<file path="config.mk">
export PLATFORM = sky130hd
export DESIGN_NAME = wake_event_control
export DESIGN_NICKNAME = d
export VERILOG_FILES = /design/src/design/wake_event_pkg.sv /design/src/design/pin_sync.sv /design/src/design/wake_event_control.sv
export SDC_FILE = /design/constraint.sdc
export NUM_CORES = 1
export LEC_CHECK = 0
export ABC_AREA = 0
export BUFFER_PORTS_ARGS = -buffer_cell sky130_fd_sc_hd__clkbuf_2
export CELL_PAD_IN_SITES_DETAIL_PLACEMENT = 1
export CELL_PAD_IN_SITES_GLOBAL_PLACEMENT = 1
export CORE_MARGIN = 2
export CORE_UTILIZATION = 34
export DETAILED_ROUTE_END_ITERATION = 10
export PLACE_DENSITY = 0.7
export REMOVE_ABC_BUFFERS = 1
export SLEW_MARGIN = 20
export SYNTH_ARGS = -nofsm -noshare
export SYNTH_HDL_FRONTEND = slang
export SYNTH_SLANG_ARGS = --single-unit
</file>
<file path="constraint.sdc">
create_clock -name clk_sys -period 1.2 [get_ports clk_sys]
set_clock_uncertainty 0.05 [all_clocks]
set_input_delay 0.18 -clock clk_sys [delete_from_list [all_inputs] [get_ports clk_sys]]
set_output_delay 0.18 -clock clk_sys [all_outputs]
set_load 0.05 [all_outputs]
</file>
<file path="src/design/wake_event_pkg.sv">
// Constants for the wake event control block.
// Assumes a byte-wide register port on the controller clock.
package wake_event_pkg;
    localparam logic [7:0] wake_reg_offset = 8'h51;
    localparam logic [7:0] wake_reg_reset  = 8'h08;
    localparam int pattern_enable_bit = 0;
    localparam int magic_enable_bit   = 1;
    localparam int link_enable_bit    = 2;
    localparam int polarity_bit       = 3;
    localparam int pattern_flag_bit   = 4;
    localparam int magic_flag_bit     = 5;
    localparam int link_flag_bit      = 6;
    localparam int lan_mode_bit       = 7;
    localparam logic [7:0] writable_mask = 8'h8f;
    localparam logic [1:0] power_state_d0 = 2'h0;
    localparam int sync_stages = 3;
endpackage

</file>
<file path="src/design/pin_sync.sv">
// Three-stage synchroniser for one pin input.
// Assumes the pin is asynchronous to clk_sys.
`timescale 1ns/10ps
module pin_sync (
    // Clock and reset
    input  wire logic clk_sys,
    input  wire logic reset_n,
    // Pin and synchronised level
    input  wire logic pin_in,
    output logic      level_out
);
    typedef struct packed {
        logic s1;
        logic s2;
        logic s3;
        logic level;
    } sync_state_t;

    sync_state_t state;
    sync_state_t next_state;

    always_comb begin
        next_state    = state;
        next_state.s1 = pin_in;
        next_state.s2 = state.s1;
        next_state.s3 = state.s2;
        // A change counts only once two settled stages agree
        if (state.s2 == state.s3) begin
            next_state.level = state.s3;
        end
    end

    always_ff @(posedge clk_sys or negedge reset_n) begin
        if (!reset_n) begin
            state <= '0;
        end else begin
            state <= next_state;
        end
    end

    assign level_out = state.level;
endmodule

</file>
<file path="src/design/wake_event_control.sv">
// Wake event control: enables, sticky event flags and wake pin.
// Assumes receive filter pulses on clk_sys and a byte register port.
`timescale 1ns/10ps
module wake_event_control
    import wake_event_pkg::*;
(
    // Clock and reset
    input  wire logic       clk_sys,
    input  wire logic       reset_n,
    // Register port
    input  wire logic [7:0] reg_addr,
    input  wire logic       reg_write,
    input  wire logic       reg_read,
    input  wire logic [7:0] reg_wdata,
    output logic [7:0]      reg_rdata,
    // Power management state
    input  wire logic       power_event_enable,
    input  wire logic [1:0] power_state,
    // Receive filter and PHY
    input  wire logic       pattern_packet_seen,
    input  wire logic       magic_frame_seen,
    input  wire logic       phy_link_status_input,
    // Wake outputs
    output logic            wake_pin,
    output logic            wake_event_pulse,
    output logic            lan_resume_mode
);
    import wake_event_pkg::*;

    // Whole state of the block except the link synchroniser; a single register stage holds it
    typedef struct packed {
        logic [7:0] wake_source_control_status;
        logic [7:0] rdata;
        logic [2:0] settle_count;
        logic       link_last;
        logic       link_primed;
        logic       wake_pin;
        logic       event_pulse;
        logic       lan_mode;
    } wake_state_t;

    // Edges after reset until the synchronised link level is trusted:
    // one per stage, plus one for the agreement check
    localparam logic [2:0] settle_done = 3'(sync_stages + 1);

    wake_state_t state;
    wake_state_t next_state;

    // Synchronised link status level
    logic        link_level;

    // Register decode
    logic        sel;
    logic        write_hit;
    logic        read_hit;
    logic [7:0]  written_value;

    // Named fields of the stored register value
    logic        pattern_packet_enable;
    logic        magic_frame_enable;
    logic        link_change_enable;
    logic        alert_pin_polarity;
    logic        lan_resume_mode_enable;
    logic [2:0]  enables;
    logic [2:0]  flags_now;

    // Event detection and wake decision
    logic        power_gate_open;
    logic        armed;
    logic        link_changed;
    logic [2:0]  raw_events;
    logic [2:0]  hits;
    logic [2:0]  flags_kept;
    logic [2:0]  flags_after;
    logic        asserted;

    // The link pin is asynchronous; three stages guard against metastability
    pin_sync link_sync (
        .clk_sys   (clk_sys),
        .reset_n   (reset_n),
        .pin_in    (phy_link_status_input),
        .level_out (link_level)
    );

    // Register decode; strobes for other addresses are ignored
    assign sel       = (reg_addr == wake_reg_offset);
    assign write_hit = reg_write && sel;
    assign read_hit  = reg_read && sel;

    // Flag bits are read-only, so a write keeps the stored flags
    assign written_value = (reg_wdata & writable_mask)
                           | (state.wake_source_control_status & ~writable_mask);

    // Control fields as stored before this cycle's write
    assign pattern_packet_enable  = state.wake_source_control_status[pattern_enable_bit];
    assign magic_frame_enable     = state.wake_source_control_status[magic_enable_bit];
    assign link_change_enable     = state.wake_source_control_status[link_enable_bit];
    assign alert_pin_polarity     = state.wake_source_control_status[polarity_bit];
    assign lan_resume_mode_enable = state.wake_source_control_status[lan_mode_bit];

    // Enables and flags share one bit order: pattern, magic, link
    assign enables   = {link_change_enable, magic_frame_enable, pattern_packet_enable};
    assign flags_now = state.wake_source_control_status[link_flag_bit:pattern_flag_bit];

    // Power gate open only with power events on and outside D0
    assign power_gate_open = power_event_enable && (power_state != power_state_d0);

    // The mode bit overrides the power control settings entirely
    assign armed = power_gate_open || lan_resume_mode_enable;

    // Before the synchroniser settles the reset level is not a change
    assign link_changed = state.link_primed && (link_level != state.link_last);

    // Events gather in the same bit order as the flags
    assign raw_events = {link_changed, magic_frame_seen, pattern_packet_seen};

    // Flags record events whether or not the wake path is armed
    assign hits = raw_events & enables;

    // A read clears the flags
    assign flags_kept = read_hit ? 3'h0 : flags_now;

    // An event in the read cycle survives the clear, so none is lost
    assign flags_after = flags_kept | hits;

    // The pin holds while an enabled flag stands and the path is armed
    assign asserted = armed && ((flags_after & enables) != 3'h0);

    always_comb begin
        next_state = state;

        // Control bits take the host's write
        if (write_hit) begin
            next_state.wake_source_control_status = written_value;
        end

        // Sticky flags: cleared by a read, set by an enabled event
        next_state.wake_source_control_status[link_flag_bit:pattern_flag_bit] = flags_after;

        // Read data stands for one cycle, zero otherwise
        next_state.rdata = 8'h00;
        if (read_hit) begin
            next_state.rdata = state.wake_source_control_status;
        end

        // Link tracking waits out the synchroniser after reset
        next_state.link_last = link_level;
        if (state.settle_count != settle_done) begin
            next_state.settle_count = state.settle_count + 3'h1;
        end
        next_state.link_primed = (state.settle_count == settle_done);

        // One pulse per cycle with any enabled event while armed
        next_state.event_pulse = armed && (hits != 3'h0);

        // Pin follows the polarity that stands after this cycle's write
        next_state.wake_pin = asserted ~^ next_state.wake_source_control_status[polarity_bit];

        // Mode output mirrors the stored mode bit
        next_state.lan_mode = next_state.wake_source_control_status[lan_mode_bit];
    end

    always_ff @(posedge clk_sys or negedge reset_n) begin
        if (!reset_n) begin
            state <= '{wake_source_control_status: wake_reg_reset,
                       rdata:                      8'h00,
                       settle_count:               3'h0,
                       link_last:                  1'b0,
                       link_primed:                1'b0,
                       wake_pin:                   1'b0,
                       event_pulse:                1'b0,
                       lan_mode:                   1'b0};
        end else begin
            state <= next_state;
        end
    end

    // Every output comes straight from the state register
    assign reg_rdata        = state.rdata;
    assign wake_pin         = state.wake_pin;
    assign wake_event_pulse = state.event_pulse;
    assign lan_resume_mode  = state.lan_mode;

    // The polarity field is read through next_state above, because a
    // write that flips polarity must move the pin in the same edge.
    // alert_pin_polarity keeps the stored value for readers of this code.
    // Limitation: a link change shorter than the synchroniser's
    // agreement window is filtered out and never flagged.
    // Trade-off: flags record events even while unarmed, so the host
    // can see what happened in D0 before it arms the wake path.
endmodule

</file>
# --- Word-level counts from Yosys, hierarchy flattened ---
# Cells that the tools add are included.
totals:
  ff_bits: 28
  latch_bits: 0
  mem_bits_rw: 0
  romBits: 0
  word_cells: 37
  mem_count: 0
op_classes:
  n_addsub: 1
  mul: 0
  n_div: 0
  magnitude_cmp: 0
  n_eq_ne: 5
  shift: 0
  muxes: 3
  bitwise: 5
  n_reduce_logical: 10
op_table:
  columns: ["operator", "count"]
  rows:
  - ["$mux 8", 2]
  - ["$eq 8x7->1 const B", 1]
  - ["$or 8x7->8", 1]
  - ["$and 3x3->3", 2]
  - ["$logic_and 1x1->1", 6]
  - ["$reduce_bool 3->1", 2]
  - ["$add 3x1->3 const B", 1]
  - ["$eq 3x3->1 const B", 1]
  - ["$mux 3", 1]
  - ["$ne 3x3->1 const B", 1]
  - ["$or 3x3->3", 1]
  - ["$reduce_bool 2->1", 1]
  - ["$eq 1x1->1", 1]
  - ["$logic_or 1x1->1", 1]
  - ["$ne 1x1->1", 1]
  - ["$xnor 1x1->1", 1]

# --- Longest topological paths before layout ---
logic_depth:
  depth_word: 8
  depth_mapped: 5
  mapped_depth_nobuf: 5

# --- By module ---
# Synthesis repeated with hierarchy kept, for this count alone.
hier_totals:
  cells_unflattened: 88
  area_unflattened_um2: 1124.8
modules_own_cells:
  columns: ["mod", "n_inst", "cells_each", "area_per_inst_um2", "seq_area_each_um2"]
  rows:
  - ["wake_event_control", 1, 83, 1013.5, 576.8]
  - ["pin_sync", 1, 5, 111.4, 100.1]

# --- Worst setup path after synthesis ---
# OpenSTA, ideal clock, no wires.
synth_timing:
  kind: "input to register"
  startpoint: "input reg_addr[1]"
  endpoint: "register state (netlist bit wake_pin)"
  setup_time_ps: 136
  arrival_time_ps: 1232
  t_required_ps: 1014
  slack_ps: -218
  path_stages: 4
  n_path_buf: 0
  cell_sequence: "nor4b_4 > nand3_1 > mux2_2 > xor2_1"
synth_rtl:
  columns: ["element", "line", "source"]
  rows:
  - ["start, declared", "wake_event_control.sv:11", "input wire logic [7:0] reg_addr,"]
  - ["end signal, assigned", "wake_event_control.sv:165", "state <= '{wake_source_control_status: wake_reg_reset,"]
  - ["end signal, assigned", "wake_event_control.sv:174", "state <= next_state;"]
  - ["end, declared", "wake_event_control.sv:46", "wake_state_t state;"]

==> qor.txt <==
Worst setup path start -> state[4]$_DFF_PN0_
Share of cells above drive strength 1 -> 0.438
Yosys top cell area share -> 0.582
Setup Viol. Count Final -> 1
Final HPWL DP -> 1750 um
DR WL/cell -> 13.1 um
Drt initial violations -> 3
WP data required -> 1.41 ns
Fin crit share -> 1.08
Hold/Removal Path Class -> input pin to flop
Core area -> 0.00310 sq mm
Relative slew margins -> 0.777
Die span in x -> 61.4 um
Post-Route Setup TNS -> -0.0982 ns
Max Slew Vio Count -> 0
Non-filler cells, final -> 174
Largest net degree at the start of global routing -> 28
Final WL -> 2280 um
Most frequent cells in the layout -> dfrtp_1 (26), clkbuf_2 (22), buf_4 (11), clkbuf_4 (9), inv_1 (7)
Top Metal Used -> met4
Critical path destination -> wake_pin$_DFF_PN0_
GP Congestion -> 0.772
Setup ws final -> -0.0982 ns
Die height -> 61.4 um
R2r endpoint -> wake_pin$_DFF_PN0_
Avg Synthesized Cell Area -> 12.7 sq um
Met2 wire len -> 1220 um
Worst hold slack -> 0.0239 ns
Dpl cells -> 167
FF+latch count, synth -> 27
Nets -> 159
Crit path time final -> 1.30 ns
Status -> finished, violations left
Die area -> 0.00376 sq mm
Max-cap violation count -> 0
Static Leakage -> 0.744 nW
Cell accounting for the most synthesized area -> dfrtp_1
Worst setup EP type -> flop
Reg2Reg Depth -> 4
Crit Reg-Reg Startpoint -> state[4]$_DFF_PN0_
Flop-to-flop setup slack -> -0.1 ns
Deepest clock path buffer count -> 2
Clock root cell -> clkbuf_4
Max frequency -> 0.770 GHz
Synth warnings -> 0
DRT met1 WL -> 957 um
CTS tree -> built
P&R area growth vs syn -> 28.7%
WP data arrival -> 1.51 ns
WS Path Type -> flop to flop
Total global-route track usage -> 0.136
RSZ-0062 raised after global routing -> true
Failing checks -> setup timing
Global-route wire length before repair -> 3780 um
Post-layout util -> 0.464
Num ports -> 37
Sinks on the clock net -> 27
Clk slew on worst S/H paths -> 0.15 ns
Met3 WL -> 90 um
Vias in the first global route -> 871
Synth Instances -> 88
Final hold violations -> 0
Number of library cell types mapped by synthesis -> 24
Place WS -> -0.348 ns
Area contributors post-synth -> dfrtp_1 (58%), buf_4 (5.4%), mux2_2 (5.0%)
Remaining DRCs -> 0
# rows -> 20
H-tree depth -> 1
Most common cell after layout, fill and taps aside -> dfrtp_1
Layout filler cell count -> 367
Routed via count -> 785
Post-Synthesis Cell Area -> 0.00112 sq mm
Starting density of the core -> 0.360
Vias per Instance -> 4.51
Number of I/O port buffers -> 33
N_diodes -> 0
PD cells -> 1140 mW/mm^2
Maximum vdd ir drop -> 0.000659 V
DR pass1 iterations -> 4
Grt ovf -> 0
Worst-skew pair later-pin latency -> 0.32 ns
Seq/Total Area, Yosys -> 0.605
Actual slew at the worst max-slew pin -> 0.333 ns
Initial antenna violation count -> 0
CTS buffer count -> 3
Antenna-violating nets left -> 0
Nature of the critical path startpoint -> flop
Critical Path Fanout Max -> 2
==> per-layer routing <==
| layer | vias up | GRT usage |
|---|---|---|
| li1 | 372 | - |
| met1 | 391 | 0.170 |
| met2 | 20 | 0.246 |
| met3 | 2 | 0.0210 |
| met4 | 0 | 0.0365 |
| met5 | - | 0 |
==> flip-flops by register name, indices dropped and copies added, names as in the netlist <==
| signal | flops |
|---|---|
| alert_pin_polarity | 1 |
| enables | 3 |
| flags_now | 3 |
| lan_resume_mode_enable | 1 |
| link_sync.level_out | 1 |
| link_sync.next_state | 2 |
| link_sync.state | 1 |
| reg_rdata | 8 |
| state | 5 |
| wake_event_pulse | 1 |
| wake_pin | 1 |
==> cell families after synthesis <==
logic type	count (synthesis)	synth area share
buffers and inverters	15	0.0772
adder cells (fa/ha/maj)	3	0.0313
multiplexers	5	0.0503
flip-flops	27	0.605
XOR/XNOR	3	0.0235
AO/OA/AOI/OAI	13	0.0895
AND/OR/NAND/NOR	22	0.123
==> synthesized netlist by cell type <==
library cell / number
a21boi_0: 1
a22o_1: 2
a22oi_1: 1
a311oi_1: 1
a41oi_1: 2
and2_1: 6
and3_1: 2
and4bb_1: 1
buf_4: 8
dfrtp_1: 26
dfstp_2: 1
ha_1: 2
inv_1: 7
maj3_1: 1
mux2_2: 5
nand2_1: 3
nand2b_1: 1
nand3_1: 3
nor2_1: 5
nor4b_4: 1
o21ai_0: 5
o41ai_2: 1
xnor2_1: 1
xor2_1: 2
==> per-stage QoR <==
step | area [sq um] | total power, mW
after floorplan | 1060 | 1.10
after global placement | 1350 | 1.22
after detailed placement | 1350 | 1.23
after CTS | 1420 | 1.66
after global routing | 1440 | 1.73
final | 1440 | 1.65
==> what timing repair did <==
item | CTS | global route
hold endpoints to repair | 27 | 0
gates resized for setup | 4 | 19
endpoints found under the setup margin | 2 | 12
pin swaps | 3 | 0
hold buffers | 2 | 0
gates cloned | 0 | 0
buffers inserted | 1 | 0
==> worst max-delay path: stages (launching register included) <==
cell and delay (ns):
dfrtp_1 0.41, xor2_1 0.17, and3_1 0.20, o41ai_2 0.23, xor2_1 0.19
==> report_power, final <==
group          switching, mW  leakage, nW  internal, mW
Clock                  0.265       0.0150         0.130
Sequential            0.0373        0.337         0.964
Combinational          0.118        0.392         0.131
Total                  0.420        0.744          1.22
==> final cells by class <==
type	count	area, sq um	area share
Inverter	7	26.3	0.0182
Timing Repair Buffer	46	293	0.203
Multi-Input combinational cell	46	363	0.252
Sequential cell	27	677	0.470
Tap cell	44	55.1	0.0382
Clock buffer	4	26.3	0.0182
==> worst min-delay path by stage <==
| stage | startpoint | end | slack [ns] | depth (start not counted) |
|---|---|---|---|---|
| after floorplan | reset_n | enables[0]$_DFFE_PN0P_ | -0.17 | 0 |
| after global placement | reset_n | reg_rdata[4]$_DFF_PN0_ | 0.14 | 2 |
| after detailed placement | reset_n | reg_rdata[2]$_DFF_PN0_ | 0.15 | 2 |
| after CTS | reg_wdata[7] | lan_resume_mode_enable$_DFFE_PN0P_ | 0.02 | 2 |
| after global routing | reg_wdata[1] | enables[1]$_DFFE_PN0P_ | 0.01 | 2 |
| final | reg_wdata[7] | lan_resume_mode_enable$_DFFE_PN0P_ | 0.02 | 2 |
Note: power is estimated with default switching activity, not from simulation.
